[src/verilog/bssp_pkg.sv]
// Package with register map, field layout and timing constants of the serial port.
package bssp_pkg;
  localparam logic [11:0] BSSP_CTRL1_OFS = 12'h000;
  localparam logic [11:0] BSSP_CTRL2_OFS = 12'h004;
  localparam logic [11:0] BSSP_STAT_OFS = 12'h008;
  localparam logic [11:0] BSSP_BUF_OFS = 12'h020;
  localparam int BSSP_CLK_LSB = 0;
  localparam int BSSP_MODE_LSB = 3;
  localparam int BSSP_ABORT_BIT = 6;
  localparam int BSSP_START_BIT = 7;
  localparam int BSSP_ACT_BIT = 7;
  localparam int BSSP_SHIFT_BIT = 6;
  localparam logic [2:0] BSSP_MODE_TX8 = 3'h0;
  localparam logic [2:0] BSSP_MODE_TX4 = 3'h2;
  localparam logic [2:0] BSSP_MODE_TRX8 = 3'h4;
  localparam logic [2:0] BSSP_MODE_RX8 = 3'h5;
  localparam logic [2:0] BSSP_MODE_RX4 = 3'h6;
  localparam logic [2:0] BSSP_CLK_EXT = 3'h7;
  localparam int BSSP_HALF_SLOW = 4096;
  localparam int BSSP_HALF_MID = 128;
  localparam int BSSP_HALF_GEAR3 = 32;
  localparam int BSSP_HALF_GEAR2 = 16;
  localparam logic [7:0] BSSP_CTRL1_RST = 8'h00;
  localparam logic [1:0] BSSP_RESP_OKAY = 2'h0;
  localparam logic [1:0] BSSP_RESP_SLVERR = 2'h2;
  typedef enum logic [1:0] {
    BSSP_IDLE = 2'b00,
    BSSP_RUN = 2'b01,
    BSSP_WAIT = 2'b11,
    BSSP_END = 2'b10
  } bssp_state_e;
endpackage : bssp_pkg

[src/verilog/bssp_top.sv]
// Buffered synchronous serial port with AXI4-Lite register access.
// Behaviour
// - Serial clock source comes from control one bits 2..0.
// - Internal clock offers four rates, drives pin, pin high when transfer starts.
// - Internal clock stops while software lags buffer servicing.
// - Outgoing bits change on falling clock pin edge.
// - Incoming bits sampled on rising clock pin edge.
// - Four-bit words use low nibble; received upper nibble is zero.
// - Words move least significant bit first.
// - Up to eight words per block, then one block-done interrupt.
// - Mode field at control one bits 5..3.
// - Transmit loads next word after last bit; block end raises interrupt.
// - Internal transmit waits after block until any buffer write or read.
// - Data out holds previous final bit until next falling edge.
// - Abort ends transfer at once, clearing active status bit 7.
// - Receive stores each word; block end raises buffer-full interrupt.
// - Internal receive waits until any buffer location is read or written.
// - External receive with unread data stores nothing and stops.
// - Clearing start stores current word, ends after its last bit.
// - Switching mode discards buffer contents.
// - Mode codes 000,010,100,101,110 select tx8,tx4,trx8,rx8,rx4.
// - Clock codes 000 slowest, 001 fc/256, 010/011 gear taps, 111 external.
// - Word count field holds words minus one.
// - Status shows active and shift-in-progress flags.
//
// The AXI4-Lite interface to the registers and the register offsets were decided locally.
`timescale 1ns/1ps
module bssp_top #(
  parameter int HALF_SLOW = bssp_pkg::BSSP_HALF_SLOW
) (
  // System.
  input wire logic sys_clk,
  input wire logic rst_n,
  // AXI4-Lite slave.
  input wire logic [11:0] s_axi_awaddr,
  input wire logic s_axi_awvalid,
  output logic s_axi_awready,
  input wire logic [31:0] s_axi_wdata,
  input wire logic [3:0] s_axi_wstrb,
  input wire logic s_axi_wvalid,
  output logic s_axi_wready,
  output logic [1:0] s_axi_bresp,
  output logic s_axi_bvalid,
  input wire logic s_axi_bready,
  input wire logic [11:0] s_axi_araddr,
  input wire logic s_axi_arvalid,
  output logic s_axi_arready,
  output logic [31:0] s_axi_rdata,
  output logic [1:0] s_axi_rresp,
  output logic s_axi_rvalid,
  input wire logic s_axi_rready,
  // Serial link.
  input wire logic clock_port_pin_i,
  output logic clock_port_pin_o,
  output logic clock_port_pin_oe,
  output logic ser_out,
  input wire logic ser_in,
  // Event.
  output logic block_done_irq
);
  import bssp_pkg::*;

  initial begin
    if (HALF_SLOW < 2 || HALF_SLOW > 8192) begin
      $error("HALF_SLOW must lie between 2 and 8192.");
    end
  end

  // Registers.
  logic [2:0] clk_sel_reg;
  logic [2:0] xfer_mode_field;
  logic start_flag;
  logic [2:0] count_reg;
  logic [7:0] data_buffer_ram [8];
  logic [7:0] shift_reg;
  logic [3:0] bit_cnt_reg;
  logic [2:0] word_idx_reg;
  logic [12:0] div_reg;
  logic sck_reg;
  logic sck_in_d_reg;
  logic so_reg;
  logic shift_active_flag;
  logic stopping_reg;
  logic irq_reg;
  bssp_state_e state_reg;

  // AXI write path: address and data latched independently.
  logic aw_hold_reg, w_hold_reg;
  logic [11:0] aw_addr_reg;
  logic [7:0] w_data_reg;
  logic w_strb0_reg;
  assign s_axi_awready = !aw_hold_reg && !s_axi_bvalid;
  assign s_axi_wready = !w_hold_reg && !s_axi_bvalid;
  wire wr_fire = aw_hold_reg && w_hold_reg && !s_axi_bvalid;
  wire wr_ok = wr_fire && w_strb0_reg;
  wire wr_ctrl1 = wr_ok && aw_addr_reg == BSSP_CTRL1_OFS;
  wire wr_ctrl2 = wr_ok && aw_addr_reg == BSSP_CTRL2_OFS;
  wire wr_buf = wr_ok && aw_addr_reg[11:5] == BSSP_BUF_OFS[11:5] && aw_addr_reg[1:0] == 2'h0;
  wire [2:0] wr_idx = aw_addr_reg[4:2];
  wire wr_map = aw_addr_reg == BSSP_CTRL1_OFS || aw_addr_reg == BSSP_CTRL2_OFS
    || (aw_addr_reg[11:5] == BSSP_BUF_OFS[11:5] && aw_addr_reg[1:0] == 2'h0);
  wire [2:0] new_mode = w_data_reg[BSSP_MODE_LSB +: 3];
  wire new_start = w_data_reg[BSSP_START_BIT];
  wire abort_req = wr_ctrl1 && w_data_reg[BSSP_ABORT_BIT];

  // AXI read path.
  wire rd_fire = s_axi_arvalid && s_axi_arready;
  assign s_axi_arready = !s_axi_rvalid;
  wire rd_buf = rd_fire && s_axi_araddr[11:5] == BSSP_BUF_OFS[11:5]
    && s_axi_araddr[1:0] == 2'h0;
  wire rd_stat = s_axi_araddr == BSSP_STAT_OFS;
  wire rd_ctrl2 = s_axi_araddr == BSSP_CTRL2_OFS;
  wire [7:0] status_byte = {state_reg != BSSP_IDLE, shift_active_flag, 6'h00};
  wire [7:0] buf_rd = data_buffer_ram[s_axi_araddr[4:2]];
  wire rd_map = rd_stat || rd_ctrl2 || s_axi_araddr == BSSP_CTRL1_OFS
    || (s_axi_araddr[11:5] == BSSP_BUF_OFS[11:5] && s_axi_araddr[1:0] == 2'h0);
  wire [7:0] rd_val = rd_stat ? status_byte : rd_ctrl2 ? {5'h00, count_reg}
    : (s_axi_araddr[11:5] == BSSP_BUF_OFS[11:5]) ? buf_rd : 8'h00;

  always_ff @(posedge sys_clk or negedge rst_n) begin
    if (!rst_n) begin
      aw_hold_reg <= 1'b0;
      w_hold_reg <= 1'b0;
      aw_addr_reg <= 12'h000;
      w_data_reg <= 8'h00;
      w_strb0_reg <= 1'b0;
      s_axi_bvalid <= 1'b0;
      s_axi_bresp <= BSSP_RESP_OKAY;
      s_axi_rvalid <= 1'b0;
      s_axi_rdata <= 32'h0000_0000;
      s_axi_rresp <= BSSP_RESP_OKAY;
    end else begin
      if (s_axi_awvalid && s_axi_awready) begin
        aw_hold_reg <= 1'b1;
        aw_addr_reg <= s_axi_awaddr;
      end
      if (s_axi_wvalid && s_axi_wready) begin
        w_hold_reg <= 1'b1;
        w_data_reg <= s_axi_wdata[7:0];
        w_strb0_reg <= s_axi_wstrb[0];
      end
      if (wr_fire) begin
        aw_hold_reg <= 1'b0;
        w_hold_reg <= 1'b0;
        s_axi_bvalid <= 1'b1;
        s_axi_bresp <= wr_map ? BSSP_RESP_OKAY : BSSP_RESP_SLVERR;
      end else if (s_axi_bready) begin
        s_axi_bvalid <= 1'b0;
      end
      if (rd_fire) begin
        s_axi_rvalid <= 1'b1;
        s_axi_rdata <= {24'h00_0000, rd_val};
        s_axi_rresp <= rd_map ? BSSP_RESP_OKAY : BSSP_RESP_SLVERR;
      end else if (s_axi_rready) begin
        s_axi_rvalid <= 1'b0;
      end
    end
  end

  // Mode decode.
  wire ext_clk = clk_sel_reg == BSSP_CLK_EXT;
  wire mode_tx = xfer_mode_field == BSSP_MODE_TX8 || xfer_mode_field == BSSP_MODE_TX4
    || xfer_mode_field == BSSP_MODE_TRX8;
  wire mode_rx = xfer_mode_field == BSSP_MODE_RX8 || xfer_mode_field == BSSP_MODE_RX4
    || xfer_mode_field == BSSP_MODE_TRX8;
  wire nibble = xfer_mode_field == BSSP_MODE_TX4 || xfer_mode_field == BSSP_MODE_RX4;
  wire [3:0] last_bit = nibble ? 4'h3 : 4'h7;
  logic [12:0] half_cnt;
  always_comb begin
    case (clk_sel_reg)
      3'h0: half_cnt = 13'(HALF_SLOW - 1);
      3'h1: half_cnt = 13'(BSSP_HALF_MID - 1);
      3'h2: half_cnt = 13'(BSSP_HALF_GEAR3 - 1);
      3'h3: half_cnt = 13'(BSSP_HALF_GEAR2 - 1);
      default: half_cnt = 13'(BSSP_HALF_MID - 1);
    endcase
  end

  // Serial clock edges: internal divider or external pin.
  wire div_tick = state_reg == BSSP_RUN && !ext_clk && div_reg == half_cnt;
  wire fall_int = div_tick && sck_reg;
  wire rise_int = div_tick && !sck_reg;
  wire fall_ext = ext_clk && sck_in_d_reg && !clock_port_pin_i;
  wire rise_ext = ext_clk && !sck_in_d_reg && clock_port_pin_i;
  wire fall_e = (fall_int || fall_ext) && state_reg == BSSP_RUN;
  wire rise_e = (rise_int || rise_ext) && state_reg == BSSP_RUN;
  wire word_end = rise_e && bit_cnt_reg == last_bit;
  wire block_end = word_end && word_idx_reg == count_reg;
  wire [7:0] rx_word = {ser_in, shift_reg[7:1]};
  wire [7:0] rx_store = nibble ? {4'h0, rx_word[7:4]} : rx_word;
  wire [2:0] next_idx = block_end ? 3'h0 : word_idx_reg + 3'h1;
  wire [7:0] tx_next = data_buffer_ram[next_idx];
  wire svc = wr_buf || rd_buf;
  wire mode_change = wr_ctrl1 && new_mode != xfer_mode_field;

  assign clock_port_pin_o = sck_reg;
  assign clock_port_pin_oe = !ext_clk;
  assign ser_out = so_reg;
  assign block_done_irq = irq_reg;

  always_ff @(posedge sys_clk or negedge rst_n) begin
    if (!rst_n) begin
      clk_sel_reg <= BSSP_CTRL1_RST[2:0];
      xfer_mode_field <= BSSP_CTRL1_RST[5:3];
      start_flag <= 1'b0;
      count_reg <= 3'h0;
      sck_in_d_reg <= 1'b1;
    end else begin
      sck_in_d_reg <= clock_port_pin_i;
      if (wr_ctrl1) begin
        clk_sel_reg <= w_data_reg[BSSP_CLK_LSB +: 3];
        xfer_mode_field <= new_mode;
        start_flag <= new_start && !w_data_reg[BSSP_ABORT_BIT];
      end else if (state_reg == BSSP_IDLE) begin
        start_flag <= 1'b0;
      end
      if (wr_ctrl2) begin
        count_reg <= w_data_reg[2:0];
      end
    end
  end

  always_ff @(posedge sys_clk or negedge rst_n) begin
    if (!rst_n) begin
      for (int i = 0; i < 8; i++) begin
        data_buffer_ram[i] <= 8'h00;
      end
    end else if (mode_change) begin
      for (int i = 0; i < 8; i++) begin
        data_buffer_ram[i] <= 8'h00;
      end
    end else if (wr_buf) begin
      data_buffer_ram[wr_idx] <= w_data_reg;
    end else if (mode_rx && word_end && (!ext_clk || !stopping_reg || stopping_reg)) begin
      data_buffer_ram[word_idx_reg] <= rx_store;
    end
  end

  // Transfer engine.
  always_ff @(posedge sys_clk or negedge rst_n) begin
    if (!rst_n) begin
      state_reg <= BSSP_IDLE;
      shift_reg <= 8'h00;
      bit_cnt_reg <= 4'h0;
      word_idx_reg <= 3'h0;
      div_reg <= 13'h0000;
      sck_reg <= 1'b1;
      so_reg <= 1'b1;
      shift_active_flag <= 1'b0;
      stopping_reg <= 1'b0;
      irq_reg <= 1'b0;
    end else begin
      irq_reg <= 1'b0;
      div_reg <= (div_tick || state_reg != BSSP_RUN) ? 13'h0000 : div_reg + 13'h0001;
      if (div_tick) begin
        sck_reg <= !sck_reg;
      end
      if (fall_e) begin
        so_reg <= shift_reg[0];
        shift_active_flag <= 1'b1;
      end
      if (rise_e) begin
        shift_reg <= rx_word;
        bit_cnt_reg <= bit_cnt_reg + 4'h1;
      end
      if (wr_ctrl1 && !new_start && state_reg != BSSP_IDLE) begin
        stopping_reg <= 1'b1;
      end
      case (state_reg)
        BSSP_IDLE: begin
          sck_reg <= 1'b1;
          stopping_reg <= 1'b0;
          if (start_flag && !wr_ctrl1) begin
            state_reg <= BSSP_RUN;
            shift_reg <= data_buffer_ram[3'h0];
            bit_cnt_reg <= 4'h0;
            word_idx_reg <= 3'h0;
          end
        end
        BSSP_RUN: begin
          if (word_end) begin
            bit_cnt_reg <= 4'h0;
            shift_active_flag <= 1'b0;
            word_idx_reg <= next_idx;
            shift_reg <= tx_next;
            if (block_end) begin
              irq_reg <= 1'b1;
            end
            if (stopping_reg) begin
              state_reg <= BSSP_END;
            end else if (block_end && !ext_clk) begin
              state_reg <= BSSP_WAIT;
            end else if (block_end && ext_clk && mode_rx) begin
              state_reg <= BSSP_WAIT;
            end
          end
        end
        BSSP_WAIT: begin
          if (stopping_reg) begin
            state_reg <= BSSP_END;
          end else if (ext_clk && rise_ext) begin
            state_reg <= BSSP_END;
          end else if (svc) begin
            state_reg <= BSSP_RUN;
            shift_reg <= wr_buf && wr_idx == 3'h0 ? w_data_reg : data_buffer_ram[3'h0];
          end
        end
        BSSP_END: begin
          state_reg <= BSSP_IDLE;
        end
        default: state_reg <= BSSP_IDLE;
      endcase
      if (abort_req) begin
        state_reg <= BSSP_IDLE;
        shift_active_flag <= 1'b0;
        sck_reg <= 1'b1;
      end
    end
  end

  // Properties guarding the transfer engine and the buffer.
  property p_irq_pulse;
    @(posedge sys_clk) disable iff (!rst_n) block_done_irq |=> !block_done_irq;
  endproperty
  a_irq_pulse: assert property (p_irq_pulse)
    else $error("Interrupt longer than one cycle.");

  property p_abort;
    @(posedge sys_clk) disable iff (!rst_n) abort_req |=> state_reg == BSSP_IDLE;
  endproperty
  a_abort: assert property (p_abort) else $error("Abort did not end transfer.");
  property p_idle_sck;
    @(posedge sys_clk) disable iff (!rst_n) state_reg == BSSP_IDLE && !ext_clk
      |=> clock_port_pin_o;
  endproperty
  a_idle_sck: assert property (p_idle_sck) else $error("Clock pin not high idle.");
  property p_so_hold;
    @(posedge sys_clk) disable iff (!rst_n) !fall_e |=> $stable(ser_out);
  endproperty
  a_so_hold: assert property (p_so_hold) else $error("Data out moved off edge.");

  property p_start_pin;
    @(posedge sys_clk) disable iff (!rst_n)
      wr_ctrl1 && new_start && !abort_req && state_reg == BSSP_IDLE
      |-> ##2 state_reg == BSSP_RUN && clock_port_pin_o;
  endproperty
  a_start_pin: assert property (p_start_pin)
    else $error("Transfer did not start with clock pin high.");

  property p_wait_clk;
    @(posedge sys_clk) disable iff (!rst_n)
      state_reg == BSSP_WAIT |=> $stable(clock_port_pin_o);
  endproperty
  a_wait_clk: assert property (p_wait_clk)
    else $error("Clock pin moved during wait.");

  property p_mode_clear;
    @(posedge sys_clk) disable iff (!rst_n)
      mode_change |=> data_buffer_ram[0] == 8'h00 && data_buffer_ram[7] == 8'h00;
  endproperty
  a_mode_clear: assert property (p_mode_clear)
    else $error("Buffer kept after mode switch.");

  property p_rx_nibble;
    @(posedge sys_clk) disable iff (!rst_n)
      mode_rx && nibble && word_end && !wr_buf && !mode_change
      |=> data_buffer_ram[$past(word_idx_reg)][7:4] == 4'h0;
  endproperty
  a_rx_nibble: assert property (p_rx_nibble)
    else $error("Received nibble left upper bits set.");

  // Cover points for the main scenarios.
  c_block: cover property (@(posedge sys_clk) block_done_irq);
  c_nibble_rx: cover property (@(posedge sys_clk) mode_rx && nibble && word_end);
  c_wait: cover property (@(posedge sys_clk) state_reg == BSSP_WAIT);
  c_abort: cover property (@(posedge sys_clk) abort_req && state_reg == BSSP_RUN);
endmodule : bssp_top

[config.mk]
export PLATFORM = sky130hd
export DESIGN_NAME = bssp_top
export DESIGN_NICKNAME = d
export VERILOG_FILES = /design/src/verilog/bssp_pkg.sv /design/src/verilog/bssp_top.sv
export SDC_FILE = /design/constraint.sdc
export NUM_CORES = 1
export LEC_CHECK = 0
export ABC_AREA = 0
export BUFFER_PORTS_ARGS = -buffer_cell sky130_fd_sc_hd__buf_2
export CAP_MARGIN = 20
export CORE_MARGIN = 10
export CORE_UTILIZATION = 59
export CTS_CLUSTER_SIZE = 10
export DETAILED_ROUTE_END_ITERATION = 10
export PLACE_DENSITY = 0.82
export SLEW_MARGIN = 10
export SYNTH_ARGS = -nofsm -noshare
export SYNTH_HDL_FRONTEND = slang
export SYNTH_SLANG_ARGS = --single-unit
[constraint.sdc]
create_clock -name sys_clk -period 3.51 [get_ports sys_clk]
set_input_delay 0.702 -clock sys_clk [delete_from_list [all_inputs] [get_ports sys_clk]]
set_output_delay 0.702 -clock sys_clk [all_outputs]
set_load 0.05 [all_outputs]
==> run metrics <==
CTS sink count=145; reg2reg end=data_buffer_ram[38]$_DFFE_PN0P_; Final Setup Violations=0; antenna-violating nets left=0; crit path from=div_reg[0]$_DFF_PN0_; sequential area share after synthesis=42.0%; Initial Utilization=59.9%; Slew Viols, Final=0; final hold vios=0; Largest register FFs=64; Post-synth ARST share=100%; top-area cell type share of the netlist area=41.1%; crit path kind=reg -> reg; Die Height=141 um; Root Buffer=clkbuf_16; number of antenna violations at the first check in global routing=0; RSZ-0062 raised after global routing=no; setup bufs post-CTS=0; drt pass-1 iters=6; first-pass GRT wire length=41700 um; r2r worst-path depth=9; die width=141 um; crit path to=data_buffer_ram[38]$_DFFE_PN0P_; CTS Buf Count=17; Max Cap Violations=0; CP Launch Type=flop; Synth cell types=61; post-synthesis instance total=945; synth cell count leaders=dfrtp_1 (142), nand2_1 (123), o21ai_0 (118); Final Cycle Share=89.9%; Ports=114; Synth Flop Type=dfrtp_1; clk slew on worst S/H paths=60 ps; DRT iter0 DRCs=1111; #FFs+latches synth=145; Post-synth EDFFs=0; P_leak=3.98 nW; dpl hpwl=18700 um; required time of the critical path=3780 ps; slowest cell on the critical path=a211oi_4; Gates resized, CTS repair=0; die area=19900 sq um; Peak VDD IR=624 uV; RR Startpoint=div_reg[0]$_DFF_PN0_; crit-path cells=ha_1 -> nand3_1 -> or3_1 -> nor3_1 -> o2111ai_1 -> a211oi_4 -> o22ai_1 -> nand2_1 -> o21ai_1; total track usage=26.5%; worst hold slack=285 ps; crit end category=flop; largest net degree at the start of global routing=71; share of cells above drive strength 1=19.6%; num rows=44; setup_tns=0 ps; vias in the first global route=7525; fmax=0.317 GHz; CP max stage delay=610 ps; CP arrival=3430 ps; GPL Wtd Cong=1.03; DRC=0; Reg2Reg Setup Slack=350 ps; most common cell in the netlist=dfrtp_1; Final Skew=9.90 ps; fin crit period=3160 ps; Yosys warning total=0; area grow syn2layout=12.3%; diode count=0; Cell Pwr Density=479 nW/um^2; worst min path class=in -> async; core area=14400 sq um; vias post-DR=7886; Wirelength per Cell=22.3 um; clk buf depth=2; clk_lat worst skew=430 ps; Total Nets Final=1074; # port buffers=60; Hold Buf Count CTS=0; relative slew slack=30.4%; largest cells by area after synthesis=dfrtp_1 (41%), o21ai_0 (6.8%), a22oi_1 (5.5%); Critical Path Fanout Max=16; total power=0.00465 W; post-synth design cell area=8650 sq um; H-tree Lvls=4; Slew @ Worst Pin=1040 ps; syn avg cell area=9.15 sq um; post-DR vias/cell=6.58; DRT Wirelength=26700 um; status=finished clean; Congestion Overflow GR=0; area leader, netlist=dfrtp_1; CTS tree=yes
[area by class of cell]
type	count	area [sq um]
Clock buffer	18	439
Clock inverter	14	123
Fill cell	1158	4720
Inverter	14	52.6
Multi-Input combinational cell	725	4620
Sequential cell	145	3630
Tap cell	184	230
Timing Repair Buffer	99	612
[worst max-delay path: cells and delay by family (launching register included)]
family / cells / cell delay, ps
AND/OR/NAND/NOR: 4 / 930
adder cells (fa/ha/maj): 1 / 200
flip-flops: 1 / 380
AO/OA/AOI/OAI: 4 / 1480
[layout by cell type (no fill, tap or decap), types with 4 or more instances in the layout]
| master | n |
|---|---|
| o21ai_0 | 118 |
| o21ai_1 | 15 |
| nand2_1 | 123 |
| nor3_1 | 27 |
| xnor2_1 | 10 |
| mux4_2 | 17 |
| o22ai_1 | 5 |
| a221oi_1 | 15 |
| nand2b_1 | 8 |
| nand3b_1 | 4 |
| nor2_1 | 62 |
| inv_1 | 14 |
| nor4_1 | 8 |
| and3_1 | 7 |
| nand3_1 | 25 |
| clkbuf_16 | 17 |
| o32ai_1 | 8 |
| dfrtp_1 | 142 |
| and2_1 | 14 |
| nor2b_1 | 5 |
| a21oi_1 | 35 |
| a32o_1 | 7 |
| mux2i_1 | 16 |
| or2_2 | 7 |
| conb_1 | 26 |
| a221o_1 | 7 |
| buf_2 | 59 |
| xor2_1 | 12 |
| buf_4 | 37 |
| inv_6 | 4 |
| mux2_2 | 36 |
| a22oi_1 | 63 |
[cells by family (layout without fill, tap and decap cells)]
logic type	count (synthesis)	in the layout	share of synthesized area [%]
and+or+nand+nor	303	303	16.2
AOI/OAI and AO/OA	302	302	22.4
DFF	145	145	42.0
buffers and inverters	100	145	5.73
muxes	69	69	11.0
xor gates and xnor gates	22	22	2.23
adders and majority gates	3	3	0.434
other	1	26	0.0434
[power by group]
| group | internal (W) | total (W) | switching (W) |
|---|---|---|---|
| Sequential | 0.00182 | 0.00222 | 0.000397 |
| Combinational | 0.000276 | 0.000706 | 0.000429 |
| Clock | 0.000945 | 0.00173 | 0.000783 |
| Total | 0.00305 | 0.00465 | 0.00161 |
[worst min path at each step]
| stage | startpoint | endpoint | slack, ps |
|---|---|---|---|
| after floorplan | rst_n | aw_addr_reg[0]$_DFFE_PN0P_ | 410 |
| after detailed placement | s_axi_rdata[5]$_DFFE_PN0P_ | s_axi_rdata[5]$_DFFE_PN0P_ | 470 |
| after global placement | s_axi_rdata[5]$_DFFE_PN0P_ | s_axi_rdata[5]$_DFFE_PN0P_ | 460 |
| after global routing | rst_n | bit_cnt_reg[2]$_DFF_PN0_ | 330 |
| after CTS | rst_n | bit_cnt_reg[2]$_DFF_PN0_ | 300 |
| final | rst_n | shift_reg[0]$_DFF_PN0_ | 290 |
[metal layers]
layer  wire, um  GRT usage, %
met1      10100          34.2
met2      12100          40.2
met3       3350          8.06
met4       1200          11.9
met5          0             0
[through the flow]
step                      utilization [%]  instance area (sq um)  instances  setup slack, ps
after global routing                 67.3                   9710       1199             88.4
after CTS                            67.3                   9700       1198              231
after floorplan                         -                   8740        970              825
after global placement               63.4                   9140       1166              392
after detailed placement             63.4                   9140       1166              321
final                                67.3                   9710       1199              354
No activity file was read; power rests on OpenSTA's default activity.
